`src/verilog/tdc_cfg_pkg.sv`:
```
package tdc_cfg_pkg;

  // Register indices on the plain register port.
  localparam logic [3:0] ADDR_INT_DLY1   = 4'h2;
  localparam logic [3:0] ADDR_TMO_DLY2   = 4'h3;
  localparam logic [3:0] ADDR_DLY3       = 4'h4;
  localparam logic [3:0] ADDR_ANALOG_CFG = 4'h6;
  localparam logic [3:0] ADDR_STATUS     = 4'h8;

  // Field positions.
  localparam int INT_TIMEOUT_BIT   = 31;
  localparam int INT_HITS_BIT      = 30;
  localparam int INT_ALU_BIT       = 29;
  localparam int CH2_BOTH_BIT      = 28;
  localparam int CH1_BOTH_BIT      = 27;
  localparam int ERR_FILL_BIT      = 31;
  localparam int PREDIV_LSB        = 29;
  localparam int DELAY_LSB         = 8;
  localparam int DELAY_W           = 19;
  localparam int DELAY_FRAC_W      = 5;
  localparam int FREE_W            = 8;
  localparam int NVM_INT_BIT       = 21;
  localparam int ANALOG_EN_BIT     = 31;

  // Reset values, all zero.
  localparam logic [31:0] RST_REG2 = 32'h0000_0000;
  localparam logic [31:0] RST_REG3 = 32'h0000_0000;
  localparam logic [31:0] RST_REG4 = 32'h0000_0000;
  localparam logic [31:0] RST_REG6 = 32'h0000_0000;

  // Error fill value written to the result on timeout.
  localparam logic [31:0] ERROR_FILL = 32'hFFFF_FFFF;

  // Timeout predivider: times in microseconds on a 4 MHz high speed clock.
  localparam int HS_CLK_MHZ  = 4;
  localparam int TMO0_US     = 64;
  localparam int TMO1_US     = 256;
  localparam int TMO2_US     = 1024;
  localparam int TMO3_US     = 4096;
  localparam int TMO_CNT_W   = 15;

  // Timeout predivider code select.
  typedef enum logic [1:0] {
    PREDIV_64,
    PREDIV_256,
    PREDIV_1024,
    PREDIV_4096
  } prediv_type;

  // Converts a predivider code to a count of high speed clock ticks.
  function automatic logic [TMO_CNT_W-1:0] prediv_ticks(input logic [1:0] code);
    int us;
    case (code)
      2'h0:    us = TMO0_US;
      2'h1:    us = TMO1_US;
      2'h2:    us = TMO2_US;
      default: us = TMO3_US;
    endcase
    prediv_ticks = TMO_CNT_W'(us * HS_CLK_MHZ);
  endfunction

endpackage

```
`src/verilog/tdc_stop_delay_timeout_cfg.sv`:
```
// Design decision made here: the address-and-strobe port.
`timescale 1ns/1ps
`default_nettype none
//Contract
// - Enabled interrupt sources are ORed onto one interrupt output.
// - Bit 31 lets a measurement timeout raise the interrupt.
// - Bit 30 lets completion of all expected hits raise the interrupt.
// - Bit 29 lets arithmetic unit completion raise the interrupt.
// - Register 6 bit 21 enables the memory operation done source.
// - Channel 2 edge bit set counts both edges, else one edge.
// - Channel 1 edge bit set counts both edges, else one edge.
// - First delay sets wait before hit 1 on channel 1 is accepted.
// - Delays are unsigned 14.5 fixed point in reference periods.
// - First delay spans zero to its full representable value.
// - Second delay gates hit 2 of channel 1 likewise.
// - Third delay gates hit 3 of channel 1 likewise.
// - With error fill set, a timeout forces the result to all ones, unless unit completion comes in that same cycle.
// - Mode 2 timeout predivider codes select 64, 256, 1024, 4096 us.
// - Low eight bits of each register are stored with no effect.
// - Analog enable powers analog only during measurement, muxing stops.
module tdc_stop_delay_timeout_cfg
  import tdc_cfg_pkg::*;
(
  input  wire logic        i_mclk,        // System clock, 25 MHz.
  input  wire logic        i_arst_n,      // Asynchronous reset, active low.
  input  wire logic [3:0]  i_addr,        // Register index.
  input  wire logic [31:0] i_wdata,       // Write data.
  input  wire logic        i_wr,          // Write strobe.
  input  wire logic        i_rd,          // Read strobe.
  output logic      [31:0] o_rdata,       // Read data, one cycle after strobe.
  input  wire logic        i_ref_tick,    // Reference period pulse.
  input  wire logic        i_hs_tick,     // High speed clock period pulse.
  input  wire logic        i_meas_start,  // Measurement start pulse.
  input  wire logic        i_mode2,       // Measurement mode 2 selected.
  input  wire logic        i_stop1,       // Stop channel 1 pin.
  input  wire logic        i_stop2,       // Stop channel 2 pin.
  input  wire logic [2:0]  i_hits_expect, // Hits expected on channel 1.
  input  wire logic        i_alu_done,    // Arithmetic unit finished pulse.
  input  wire logic        i_nvm_done,    // Memory operation finished pulse.
  input  wire logic [31:0] i_alu_result,  // Arithmetic unit result.
  output logic      [31:0] o_result,      // Output result register.
  output logic             o_stop1_hit,   // Accepted channel 1 hit pulse.
  output logic             o_stop2_hit,   // Channel 2 hit pulse.
  output logic             o_analog_pwr,  // Analog section powered.
  output logic             o_analog_sel,  // Stops routed through analog mux.
  output logic             o_irq_n        // Interrupt, active low.
);

  typedef struct packed {
    logic [31:0]          reg2;
    logic [31:0]          reg3;
    logic [31:0]          reg4;
    logic [31:0]          reg6;
    logic [31:0]          rdata;
    logic [31:0]          result;
    logic [TMO_CNT_W-1:0] tmo_cnt;
    logic                 measuring;
    logic                 timed_out;
    logic [2:0]           hit_cnt;
    logic                 hits_done;
    logic                 irq;
  } state_type;

  state_type                  s_q;
  state_type                  s_d;
  logic                       hit1_raw;
  logic                       hit2_raw;
  logic [2:0]                 win_en;
  logic                       win_sel;
  logic                       tmo_evt;
  logic                       hits_evt;
  logic [TMO_CNT_W-1:0]       tmo_limit;
  logic [DELAY_W-1:0]         delay_val [3];

  // Delay fields, each 14 integer and 5 fractional bits above the free byte.
  assign delay_val[0] = s_q.reg2[DELAY_LSB +: DELAY_W];
  assign delay_val[1] = s_q.reg3[DELAY_LSB +: DELAY_W];
  assign delay_val[2] = s_q.reg4[DELAY_LSB +: DELAY_W];

  // Edge sensitivity per channel; single edge defaults to rising.
  tdc_edge_detect u_edge1 (
    .i_mclk       (i_mclk),
    .i_arst_n     (i_arst_n),
    .i_pin        (i_stop1),
    .i_both_edges (s_q.reg2[CH1_BOTH_BIT]),
    .i_falling    (1'b0),
    .o_hit        (hit1_raw)
  );

  tdc_edge_detect u_edge2 (
    .i_mclk       (i_mclk),
    .i_arst_n     (i_arst_n),
    .i_pin        (i_stop2),
    .i_both_edges (s_q.reg2[CH2_BOTH_BIT]),
    .i_falling    (1'b0),
    .o_hit        (hit2_raw)
  );

  // One stop-enable delay unit per gated hit of channel 1.
  for (genvar g = 0; g < 3; g++) begin : g_dly
    tdc_stop_delay u_dly (
      .i_mclk     (i_mclk),
      .i_arst_n   (i_arst_n),
      .i_start    (i_meas_start),
      .i_ref_tick (i_ref_tick),
      .i_delay    (delay_val[g]),
      .o_enable   (win_en[g])
    );
  end

  // Hits beyond the third are not gated by a delay.
  always_comb begin
    case (s_q.hit_cnt)
      3'h0:    win_sel = win_en[0];
      3'h1:    win_sel = win_en[1];
      3'h2:    win_sel = win_en[2];
      default: win_sel = 1'b1;
    endcase
  end

  assign o_stop1_hit = hit1_raw & s_q.measuring & win_sel;
  assign o_stop2_hit = hit2_raw & s_q.measuring;
  assign tmo_limit   = prediv_ticks(s_q.reg3[PREDIV_LSB +: 2]);
  assign tmo_evt     = s_q.measuring && i_mode2 && i_hs_tick && (s_q.tmo_cnt + 1'b1 >= tmo_limit);
  assign hits_evt    = o_stop1_hit && (i_hits_expect != 3'h0) && (s_q.hit_cnt + 3'h1 == i_hits_expect);

  // Register writes, measurement tracking, result and interrupt.
  always_comb begin
    s_d = s_q;
    if (i_wr) begin
      // All 32 bits are stored; the free low byte drives nothing.
      if (i_addr == ADDR_INT_DLY1) begin
        s_d.reg2 = i_wdata;
      end else if (i_addr == ADDR_TMO_DLY2) begin
        s_d.reg3 = i_wdata;
      end else if (i_addr == ADDR_DLY3) begin
        s_d.reg4 = i_wdata;
      end else if (i_addr == ADDR_ANALOG_CFG) begin
        s_d.reg6 = i_wdata;
      end
    end
    s_d.rdata = '0;
    if (i_rd) begin
      if (i_addr == ADDR_INT_DLY1) begin
        s_d.rdata = s_q.reg2;
      end else if (i_addr == ADDR_TMO_DLY2) begin
        s_d.rdata = s_q.reg3;
      end else if (i_addr == ADDR_DLY3) begin
        s_d.rdata = s_q.reg4;
      end else if (i_addr == ADDR_ANALOG_CFG) begin
        s_d.rdata = s_q.reg6;
      end else if (i_addr == ADDR_STATUS) begin
        s_d.rdata = {28'h0, s_q.hits_done, s_q.timed_out, s_q.measuring, s_q.irq};
      end
    end
    // A new start restarts the timeout and hit count.
    if (i_meas_start) begin
      s_d.measuring = 1'b1;
      s_d.timed_out = 1'b0;
      s_d.hits_done = 1'b0;
      s_d.tmo_cnt   = '0;
      s_d.hit_cnt   = '0;
    end else if (s_q.measuring) begin
      if (i_mode2 && i_hs_tick) begin
        s_d.tmo_cnt = s_q.tmo_cnt + 1'b1;
      end
      if (o_stop1_hit && s_q.hit_cnt != 3'h7) begin
        s_d.hit_cnt = s_q.hit_cnt + 3'h1;
      end
      if (tmo_evt) begin
        s_d.timed_out = 1'b1;
        s_d.measuring = 1'b0;
      end else if (hits_evt) begin
        s_d.hits_done = 1'b1;
        s_d.measuring = 1'b0;
      end
    end
    // Timeout overrides the computed value when error fill is on, but a unit result in the timeout cycle itself is kept.
    if (i_alu_done) begin
      s_d.result = (s_q.timed_out && s_q.reg3[ERR_FILL_BIT]) ? ERROR_FILL : i_alu_result;
    end else if (tmo_evt && s_q.reg3[ERR_FILL_BIT]) begin
      s_d.result = ERROR_FILL;
    end
    // Interrupt follows the latest event; a new start releases it, but an event
    // in the same cycle still wins.
    if (i_meas_start) begin
      s_d.irq = 1'b0;
    end
    if ((tmo_evt && s_q.reg2[INT_TIMEOUT_BIT])
        || (hits_evt && s_q.reg2[INT_HITS_BIT])
        || (i_alu_done && s_q.reg2[INT_ALU_BIT])
        || (i_nvm_done && s_q.reg6[NVM_INT_BIT])) begin
      s_d.irq = 1'b1;
    end
  end

  // Analog section is powered only while a measurement runs.
  assign o_analog_pwr = s_q.reg6[ANALOG_EN_BIT] & s_q.measuring;
  assign o_analog_sel = s_q.reg6[ANALOG_EN_BIT];
  assign o_rdata      = s_q.rdata;
  assign o_result     = s_q.result;
  assign o_irq_n      = ~s_q.irq;

  always_ff @(posedge i_mclk or negedge i_arst_n) begin
    if (!i_arst_n) begin
      s_q      <= '0;
      s_q.reg2 <= RST_REG2;
      s_q.reg3 <= RST_REG3;
      s_q.reg4 <= RST_REG4;
      s_q.reg6 <= RST_REG6;
    end else begin
      s_q <= s_d;
    end
  end

endmodule // tdc_stop_delay_timeout_cfg
`default_nettype wire

```
`src/verilog/tdc_edge_detect.sv`:
```
`timescale 1ns/1ps
`default_nettype none
// Synchronises a stop input and flags the selected edges as hits.
module tdc_edge_detect
  import tdc_cfg_pkg::*;
(
  input  wire logic i_mclk,       // System clock.
  input  wire logic i_arst_n,     // Asynchronous reset, active low.
  input  wire logic i_pin,        // Stop input from the pin.
  input  wire logic i_both_edges, // One counts both edges.
  input  wire logic i_falling,    // Single edge choice: one selects falling.
  output logic      o_hit         // One-cycle hit pulse.
);

  typedef struct packed {
    logic sync1;
    logic sync2;
    logic last;
  } state_type;

  state_type s_q;
  state_type s_d;
  logic      rise;
  logic      fall;

  // Edges are judged only on the second stage to keep metastability out.
  always_comb begin
    s_d       = s_q;
    s_d.sync1 = i_pin;
    s_d.sync2 = s_q.sync1;
    s_d.last  = s_q.sync2;
  end

  assign rise  = s_q.sync2 & ~s_q.last;
  assign fall  = ~s_q.sync2 & s_q.last;
  assign o_hit = i_both_edges ? (rise | fall) : (i_falling ? fall : rise);

  always_ff @(posedge i_mclk or negedge i_arst_n) begin
    if (!i_arst_n) begin
      s_q <= '0;
    end else begin
      s_q <= s_d;
    end
  end

endmodule // tdc_edge_detect
`default_nettype wire

```
`src/verilog/tdc_stop_delay.sv`:
```
`timescale 1ns/1ps
`default_nettype none
// Counts reference periods in fixed point and opens a stop window on expiry.
module tdc_stop_delay
  import tdc_cfg_pkg::*;
(
  input  wire logic               i_mclk,    // System clock.
  input  wire logic               i_arst_n,  // Asynchronous reset, active low.
  input  wire logic               i_start,   // One-cycle measurement start.
  input  wire logic               i_ref_tick,// One reference period per pulse.
  input  wire logic [DELAY_W-1:0] i_delay,   // Delay, 14.5 fixed point.
  output logic                    o_enable   // Stop acceptance enabled.
);

  typedef struct packed {
    logic [DELAY_W-1:0] count;
    logic               busy;
    logic               open;
  } state_type;

  state_type s_q;
  state_type s_d;

  // Each reference tick adds one whole period, i.e. 32 fractional steps, so
  // fractional delays round up to the next whole reference period.
  always_comb begin
    s_d = s_q;
    if (i_start) begin
      s_d.count = '0;
      s_d.busy  = (i_delay != '0);
      s_d.open  = (i_delay == '0);
    end else if (s_q.busy && i_ref_tick) begin
      s_d.count = s_q.count + DELAY_W'(1 << DELAY_FRAC_W);
      if ({1'b0, s_q.count} + (20'(1) << DELAY_FRAC_W) >= {1'b0, i_delay}) begin
        s_d.busy = 1'b0;
        s_d.open = 1'b1;
      end
    end
  end

  assign o_enable = s_q.open;

  always_ff @(posedge i_mclk or negedge i_arst_n) begin
    if (!i_arst_n) begin
      s_q <= '0;
    end else begin
      s_q <= s_d;
    end
  end

endmodule // tdc_stop_delay
`default_nettype wire

```
`config.mk`:
```
export PLATFORM = sky130hd
export DESIGN_NAME = tdc_stop_delay_timeout_cfg
export DESIGN_NICKNAME = d
export VERILOG_FILES = /design/src/verilog/tdc_cfg_pkg.sv /design/src/verilog/tdc_stop_delay_timeout_cfg.sv /design/src/verilog/tdc_edge_detect.sv /design/src/verilog/tdc_stop_delay.sv
export SDC_FILE = /design/constraint.sdc
export NUM_CORES = 1
export LEC_CHECK = 0
export BUFFER_PORTS_ARGS = -buffer_cell sky130_fd_sc_hd__clkbuf_2
export CAP_MARGIN = 20
export CORE_UTILIZATION = 54
export DETAILED_ROUTE_END_ITERATION = 6
export PLACE_DENSITY = 0.85
export SETUP_SLACK_MARGIN = 0.3
export SYNTH_ARGS = -nofsm -noshare
export SYNTH_HDL_FRONTEND = slang
export SYNTH_HIERARCHICAL = 1
export SYNTH_SLANG_ARGS = --single-unit
```
`constraint.sdc`:
```
create_clock -name i_mclk -period 2.9 [get_ports i_mclk]
set_clock_uncertainty 0.2 [all_clocks]
set_input_delay 0.145 -clock i_mclk [delete_from_list [all_inputs] [get_ports i_mclk]]
set_output_delay 0.145 -clock i_mclk [all_outputs]
set_load 0.005 [all_outputs]
```
==> flow_summary.ini, run 1 <==
[hold_path]
hold_path.class = input port to flop

[routing]
ant_nets = 0
drc = 30
drt-vias-per-instance = 5.91
wirelength_mm = 37.4
drtIter0Drc = 956
drtPass1Iterations = 7
vias = 11200
avgRoutedWirePerCell_um = 19.8

[clocking]
htreeDepth = 1
cts_buffer_depth = 3
cts-buffers-inserted = 27
clock_latency_ps = 540
clk_pin_slew_ps = 70
cts_num_sinks = 268
tritoncts = done
cts_root_buffer = clkbuf_16

[worst_setup_path]
setup.worst_path.start_class = flop
reg2reg_slack_ps = 80
cp_data_arrival_time_ps = 3100
criticalPathCategory = flop to flop
required_ps = 3180
cp-end-kind = flop
path_max_fanout = 4

[finish]
area_growth_syn_to_layout_pct = 23.0
nets = 1676
diodes = 0
fill_cells = 1759
drive_gt1_frac = 0.352
design_area_um2 = 17800

[synth]
synth_warnings = 6
ys_seq_elements = 268
synth-seq-area-share = 0.464
ys_async_sr_fraction = 1.00
synth.distinct_cells = 71
syn_inst = 1302
synth_area_um2 = 14400
yosysTopAreaCellShare = 0.464
synth_area_leaders = dfrtp_1 46%, mux2_2 12%, ha_1 5.1%, buf_4 3.3%, mux2i_1 2.8%
synth_edf_count = 0
avgSynthCellArea_um2 = 11.1
synth.largest_area_cell = dfrtp_1
synth_ff_type = dfrtp_1

[timing]
rsz0062_at_grt = true
whs_ps = 62.0
finalMaxSlewViolations = 0
setup_viol = 0
timing.final.ws_setup_ps = 80.6
worstMarginPinSlew_ps = 700
hold_viol = 0
layout_min_cycle_time_ps = 2820
relSlewSlack = 0.533
tns_ps = 0
period_share = 0.972
timing.fmax_mhz = 355

[place]
dpl_worst_slack_ps = -37.2
gp_congestion = 0.903
placed_cell_area_um2 = 15400
dpl.hpwl_mm = 23.1
io_buffers = 151

[run_status]
status = complete, but fails checks
violations = design-rule violations

[run]
cap_viol_max_count = 0

[global_route]
overflow = 0
grt_pass1_wl_mm = 57.6
grt_pass1_vias = 11400
grtUsageTotal = 0.268
grt_max_degree = 67
antenna_found_initial = 1

[floorplanning]
rows = 59
die_area_um2 = 27400
die_width_um = 166
die_y_um = 166
start_util = 0.553
pin_count = 152
core-area_um2 = 26100

[power]
total_power_mw = 10.1
p_leak_nw = 8.38
power.density_nw_per_um2 = 571
ir_drop_v = 0.000535
[flip-flops by register name, summed over array words and instances (netlist names)]
name,flops
s_q,92
u_edge2/s_q,1
u_edge1/s_q,1
g_dly.u_dly/s_q,45
delay_val,57
o_result,32
u_edge2/s_d,2
o_rdata,32
o_analog_sel,1
u_edge1/s_d,2
g_dly.u_dly/o_enable,3
[cell families after synthesis]
family | after synthesis | synth area share
and+or+nand+nor | 359 | 0.139
DFF | 268 | 0.464
muxes | 201 | 0.153
buffers and inverters | 188 | 0.0703
AOI/OAI and AO/OA | 144 | 0.0722
xor gates and xnor gates | 82 | 0.0497
adders and majority gates | 59 | 0.0511
other | 1 | 0.000260
[cell usage after synthesis (3+ instances only)]
master,count
dfrtp_1,268
mux2_2,151
nor2_1,72
buf_4,64
ha_1,59
inv_1,59
nand2_1,59
nand3_1,48
xnor2_1,45
a21oi_1,43
mux2i_1,41
xor2_1,37
clkbuf_1,35
nor2b_1,35
nor3_1,31
a222oi_1,28
nor4_1,21
nand4_1,20
o21ai_0,18
buf_2,15
or3_1,12
nand3_2,11
mux2_1,9
a21o_1,6
a22oi_1,6
and3_1,6
buf_6,6
nand2b_1,6
o22ai_1,6
or4_1,6
and2_1,5
clkbuf_2,5
nor4b_1,5
o21a_1,5
a21boi_0,4
buf_1,4
or3_2,4
nand3_4,3
o31ai_1,3
[cell usage in the layout, fill, tap and decap left out, types with 5 or more instances in the layout]
cell type / count
xnor2_1: 44
clkbuf_8: 6
dlygate4sd3_1: 78
and2_1: 5
o21a_1: 5
and3_1: 6
nand2_1: 57
buf_12: 7
a21oi_1: 42
ha_1: 55
o22ai_1: 6
dfrtp_2: 17
a21o_1: 6
nand4_1: 20
mux2_2: 151
or3_1: 8
mux2i_1: 41
a22oi_1: 5
buf_4: 91
nand3_1: 36
nand2b_1: 6
xor2_1: 37
o21ai_0: 15
nor3_1: 29
a222oi_1: 28
dfrtp_1: 251
mux2_1: 9
nor2_1: 66
nand3_2: 23
nor4_1: 20
nor2b_1: 35
clkbuf_16: 28
inv_1: 59
or3_4: 5
clkbuf_2: 150
[timing repair]
| item | in CTS | in global routing |
|---|---|---|
| hold buffers | 79 | 0 |
| gates resized for setup | 24 | 28 |
| setup endpoints to repair | 41 | 42 |
| pin swaps | 13 | 14 |
| gates cloned | 0 | 3 |
| buffers inserted | 26 | 22 |
| endpoints found under the hold margin | 479 | 0 |
[metrics by stage]
step / utilization / cells
after global routing: 0.680 / 1889
after detailed placement: 0.591 / 1710
after floorplan: - / 1303
after CTS: 0.667 / 1864
after global placement: 0.591 / 1710
final: 0.680 / 1889
[area by class of cell]
class                           instances  area (µm²)  area share
Multi-Input combinational cell        848        7070       0.398
Sequential cell                       268        6730       0.379
Timing Repair Buffer                  330        2420       0.136
Clock buffer                           36         769      0.0433
Tap cell                              335         419      0.0236
Inverter                               59         221      0.0125
Clock inverter                         13         136     0.00768
[worst paths after layout]
check                                                   start                             endpoint  cells past startpoint
setup reg to reg           g_dly[1].u_dly/s_q[15]$_DFFE_PN0P_  g_dly[1].u_dly/o_enable$_DFFE_PN0P_                      9
hold reg to reg                      u_edge2/s_d[1]$_DFF_PN0_             u_edge2/s_d[0]$_DFF_PN0_                      0
max in group asynchronous                            i_arst_n   g_dly[0].u_dly/s_q[10]$_DFFE_PN0P_                      4
min in group asynchronous                            i_arst_n                 o_rdata[6]$_DFF_PN0_                      3
setup / recovery           g_dly[1].u_dly/s_q[15]$_DFFE_PN0P_  g_dly[1].u_dly/o_enable$_DFFE_PN0P_                      9
hold / removal                                      i_hs_tick                   s_q[8]$_DFFE_PN0P_                      4
[worst max-delay path, cell delays in order (launching register included)]
cell and delay (ps):
dfrtp_1 420, nand4_1 180, or3_4 440, buf_4 150, xnor2_1 130, ha_1 310
nand2_1 110, or3_4 410, a2111oi_4 250, o41a_1 170
[power breakdown]
group          leakage, nW  switching, mW  total [mW]  internal (mW)
registers             3.38          0.451        4.71           4.26
clock network        0.437           1.52        3.57           2.05
logic                 4.56          0.899        1.85          0.954
total                 8.38           2.87        10.1           7.26
[layer usage]
metal,track usage,share of wire
met1,0.323,0.39
met5,0,0.00035
met2,0.473,0.51
met4,0.111,0.035
met3,0.0442,0.068
Note: power is estimated with default switching activity, not from simulation.
==> run 2, diff against run 1 <==
- RECOVER_POWER: default -> 50
==> run 2 against run 1 <==
Net effect:
- the run still ends with design-rule violations left
- clock power hardly changed
- combinational power hardly changed
- critical path depth stayed put
- die area stayed put
- non-clock buffer count stayed put
- count of clock-buffer cells in the layout stayed put
- final area is 0.82% lower
- fmax is 0.23% lower
- sequential cell count stayed put
- via count is 0.21% higher
- final cell count stayed put
- power is 0.27% lower
- critical endpoint unchanged
- largest power group unchanged
==> flow_summary.ini, run 2 (synthesized netlist as in run 1, its figures left out) <==
[global_route]
grt_max_degree = 67
grt_pass1_vias = 11400
grtUsageTotal = 0.268
grt_pass1_wl_mm = 57.6
antenna_found_initial = 1
overflow = 0

[finish]
area_growth_syn_to_layout_pct = 22.0
nets = 1676
most-common-layout-cells = 251 x dfrtp_1, 151 x mux2_2, 105 x clkbuf_2
largest_reg_flops = 92
fin_cells = 1889
diodes = 0
largest_register = s_q
layout_commonest_cell = dfrtp_1
drive_gt1_frac = 0.317

[timing]
finalMaxSlewViolations = 0
hold_viol = 0
timing.final.ws_setup_ps = 74.1
worstMarginPinSlew_ps = 1380
setup_viol = 0
relSlewSlack = 0.0809
timing.fmax_mhz = 354
tns_ps = 0
rsz0062_at_grt = true
period_share = 0.974
layout_min_cycle_time_ps = 2830

[floorplanning]
die_width_um = 166
start_util = 0.553
core-area_um2 = 26100
die_area_um2 = 27400
pin_count = 152
die_y_um = 166
rows = 59

[worst_setup_path]
criticalPathCategory = flop to flop
r2r-end = g_dly[1].u_dly/o_enable$_DFFE_PN0P_
worstReg2RegStart = g_dly[1].u_dly/s_q[16]$_DFFE_PN0P_
path_common_cell = or3_4
path_cells = nand4_1 > or3_4 > buf_4 > xnor2_1 > ha_1 > nand2_1 > or3_4 > a2111oi_4 > o41a_1
slowest_delay_ps = 440
r2r.worst_path.cells = 9
path_buf_inv = 1
path_max_fanout = 4
cp_slowest_cell = or3_4
setup.worst_path.start_class = flop
reg2reg_slack_ps = 70
cp-end-kind = flop
critPathTopFamily = simple AND/OR/NAND/NOR gates
required_ps = 3180
cp_data_arrival_time_ps = 3110

[routing]
drtIter0Drc = 1020
drt-vias-per-instance = 5.92
vias = 11200
drtPass1Iterations = 7
ant_nets = 0
avgRoutedWirePerCell_um = 19.8
drc = 30
wirelength_mm = 37.5

[hold_path]
min-delay-start = i_addr[1]
hold_end = o_rdata[2]$_DFF_PN0_
hold_path.class = input port to flop
whs_path_depth = 5

[run_status]
status = complete, but fails checks
violations = design-rule violations

[clocking]
clk_pin_slew_ps = 60
htreeDepth = 1
tritoncts = done
cts-buffers-inserted = 27
clock_latency_ps = 550
cts_buffer_depth = 3
cts_root_buffer = clkbuf_16
cts_num_sinks = 268

[power]
power.density_nw_per_um2 = 574
p_leak_nw = 8.18
ir_drop_v = 0.000534

[place]
placed_cells = 1710
dpl.hpwl_mm = 23.1
dpl_worst_slack_ps = -37.2
gp_congestion = 0.903
io_buffers = 151

[run]
cap_viol_max_count = 0
run 2: layout make-up:
class | instances | area [µm²]
inverter | 59 | 221
timing repair buffer | 330 | 2310
fill | 1802 | 8510
clock inverter | 13 | 136
tap | 335 | 419
sequential | 268 | 6730
multi-input combinational | 848 | 7040
clock buffer | 36 | 769
run 2: stage by stage:
step                      hold slack, ps  power [mW]  instance area, µm²  utilization
after floorplan                     -351        5.80               14600            -
after global placement             -40.6        6.24               15400        0.591
after detailed placement           -40.8        6.37               15400        0.591
after CTS                           33.0        10.1               17400        0.667
after global routing                65.0        10.5               17600        0.674
final                               26.9        10.1               17600        0.674
run 2: worst max path at each step:
| stage | startpoint | endpoint | slack [ps] | cells after the start |
|---|---|---|---|---|
| finish | g_dly[1].u_dly/s_q[16]$_DFFE_PN0P_ | g_dly[1].u_dly/o_enable$_DFFE_PN0P_ | 70 | 9 |
| global route | g_dly[1].u_dly/s_q[15]$_DFFE_PN0P_ | g_dly[1].u_dly/o_enable$_DFFE_PN0P_ | 10 | 9 |
| CTS | g_dly[1].u_dly/s_q[7]$_DFFE_PN0P_ | g_dly[1].u_dly/o_enable$_DFFE_PN0P_ | 180 | 10 |
| detailed placement | s_q[7]$_DFFE_PN0P_ | o_result[11]$_DFFE_PN0P_ | -40 | 10 |
| global placement | s_q[7]$_DFFE_PN0P_ | o_result[19]$_DFFE_PN0P_ | 100 | 10 |
| floorplan | g_dly[0].u_dly/s_q[9]$_DFFE_PN0P_ | g_dly[0].u_dly/o_enable$_DFFE_PN0P_ | 210 | 11 |
run 2: power breakdown:
part	internal [mW]	switching (mW)	total [mW]	leakage, nW
Clock	2.05	1.52	3.57	0.437
Combinational	0.933	0.897	1.83	4.37
Sequential	4.26	0.451	4.71	3.38
Total	7.24	2.87	10.1	8.18
run 2: tightest hold or removal path: cells and delay by family:
kind / cells / cell delay [ps]
simple gates: 1 / 60
buf+inv: 2 / 270
compound gates: 2 / 240
run 2: per-layer routing:
layer	share of wire	GRT usage	wire (µm)
met2	0.50	0.473	18900
met1	0.39	0.323	14600
met5	0.00035	0	13
met4	0.035	0.111	1320
met3	0.070	0.0442	2640
run 2: what timing repair did:
action / in CTS / in global routing
gates cloned: 0 / 3
pin swaps: 13 / 14
hold endpoints to repair: 479 / 0
setup buffers: 26 / 22
endpoints found under the setup margin: 41 / 42
hold buffers: 79 / 0
resized for setup: 24 / 28
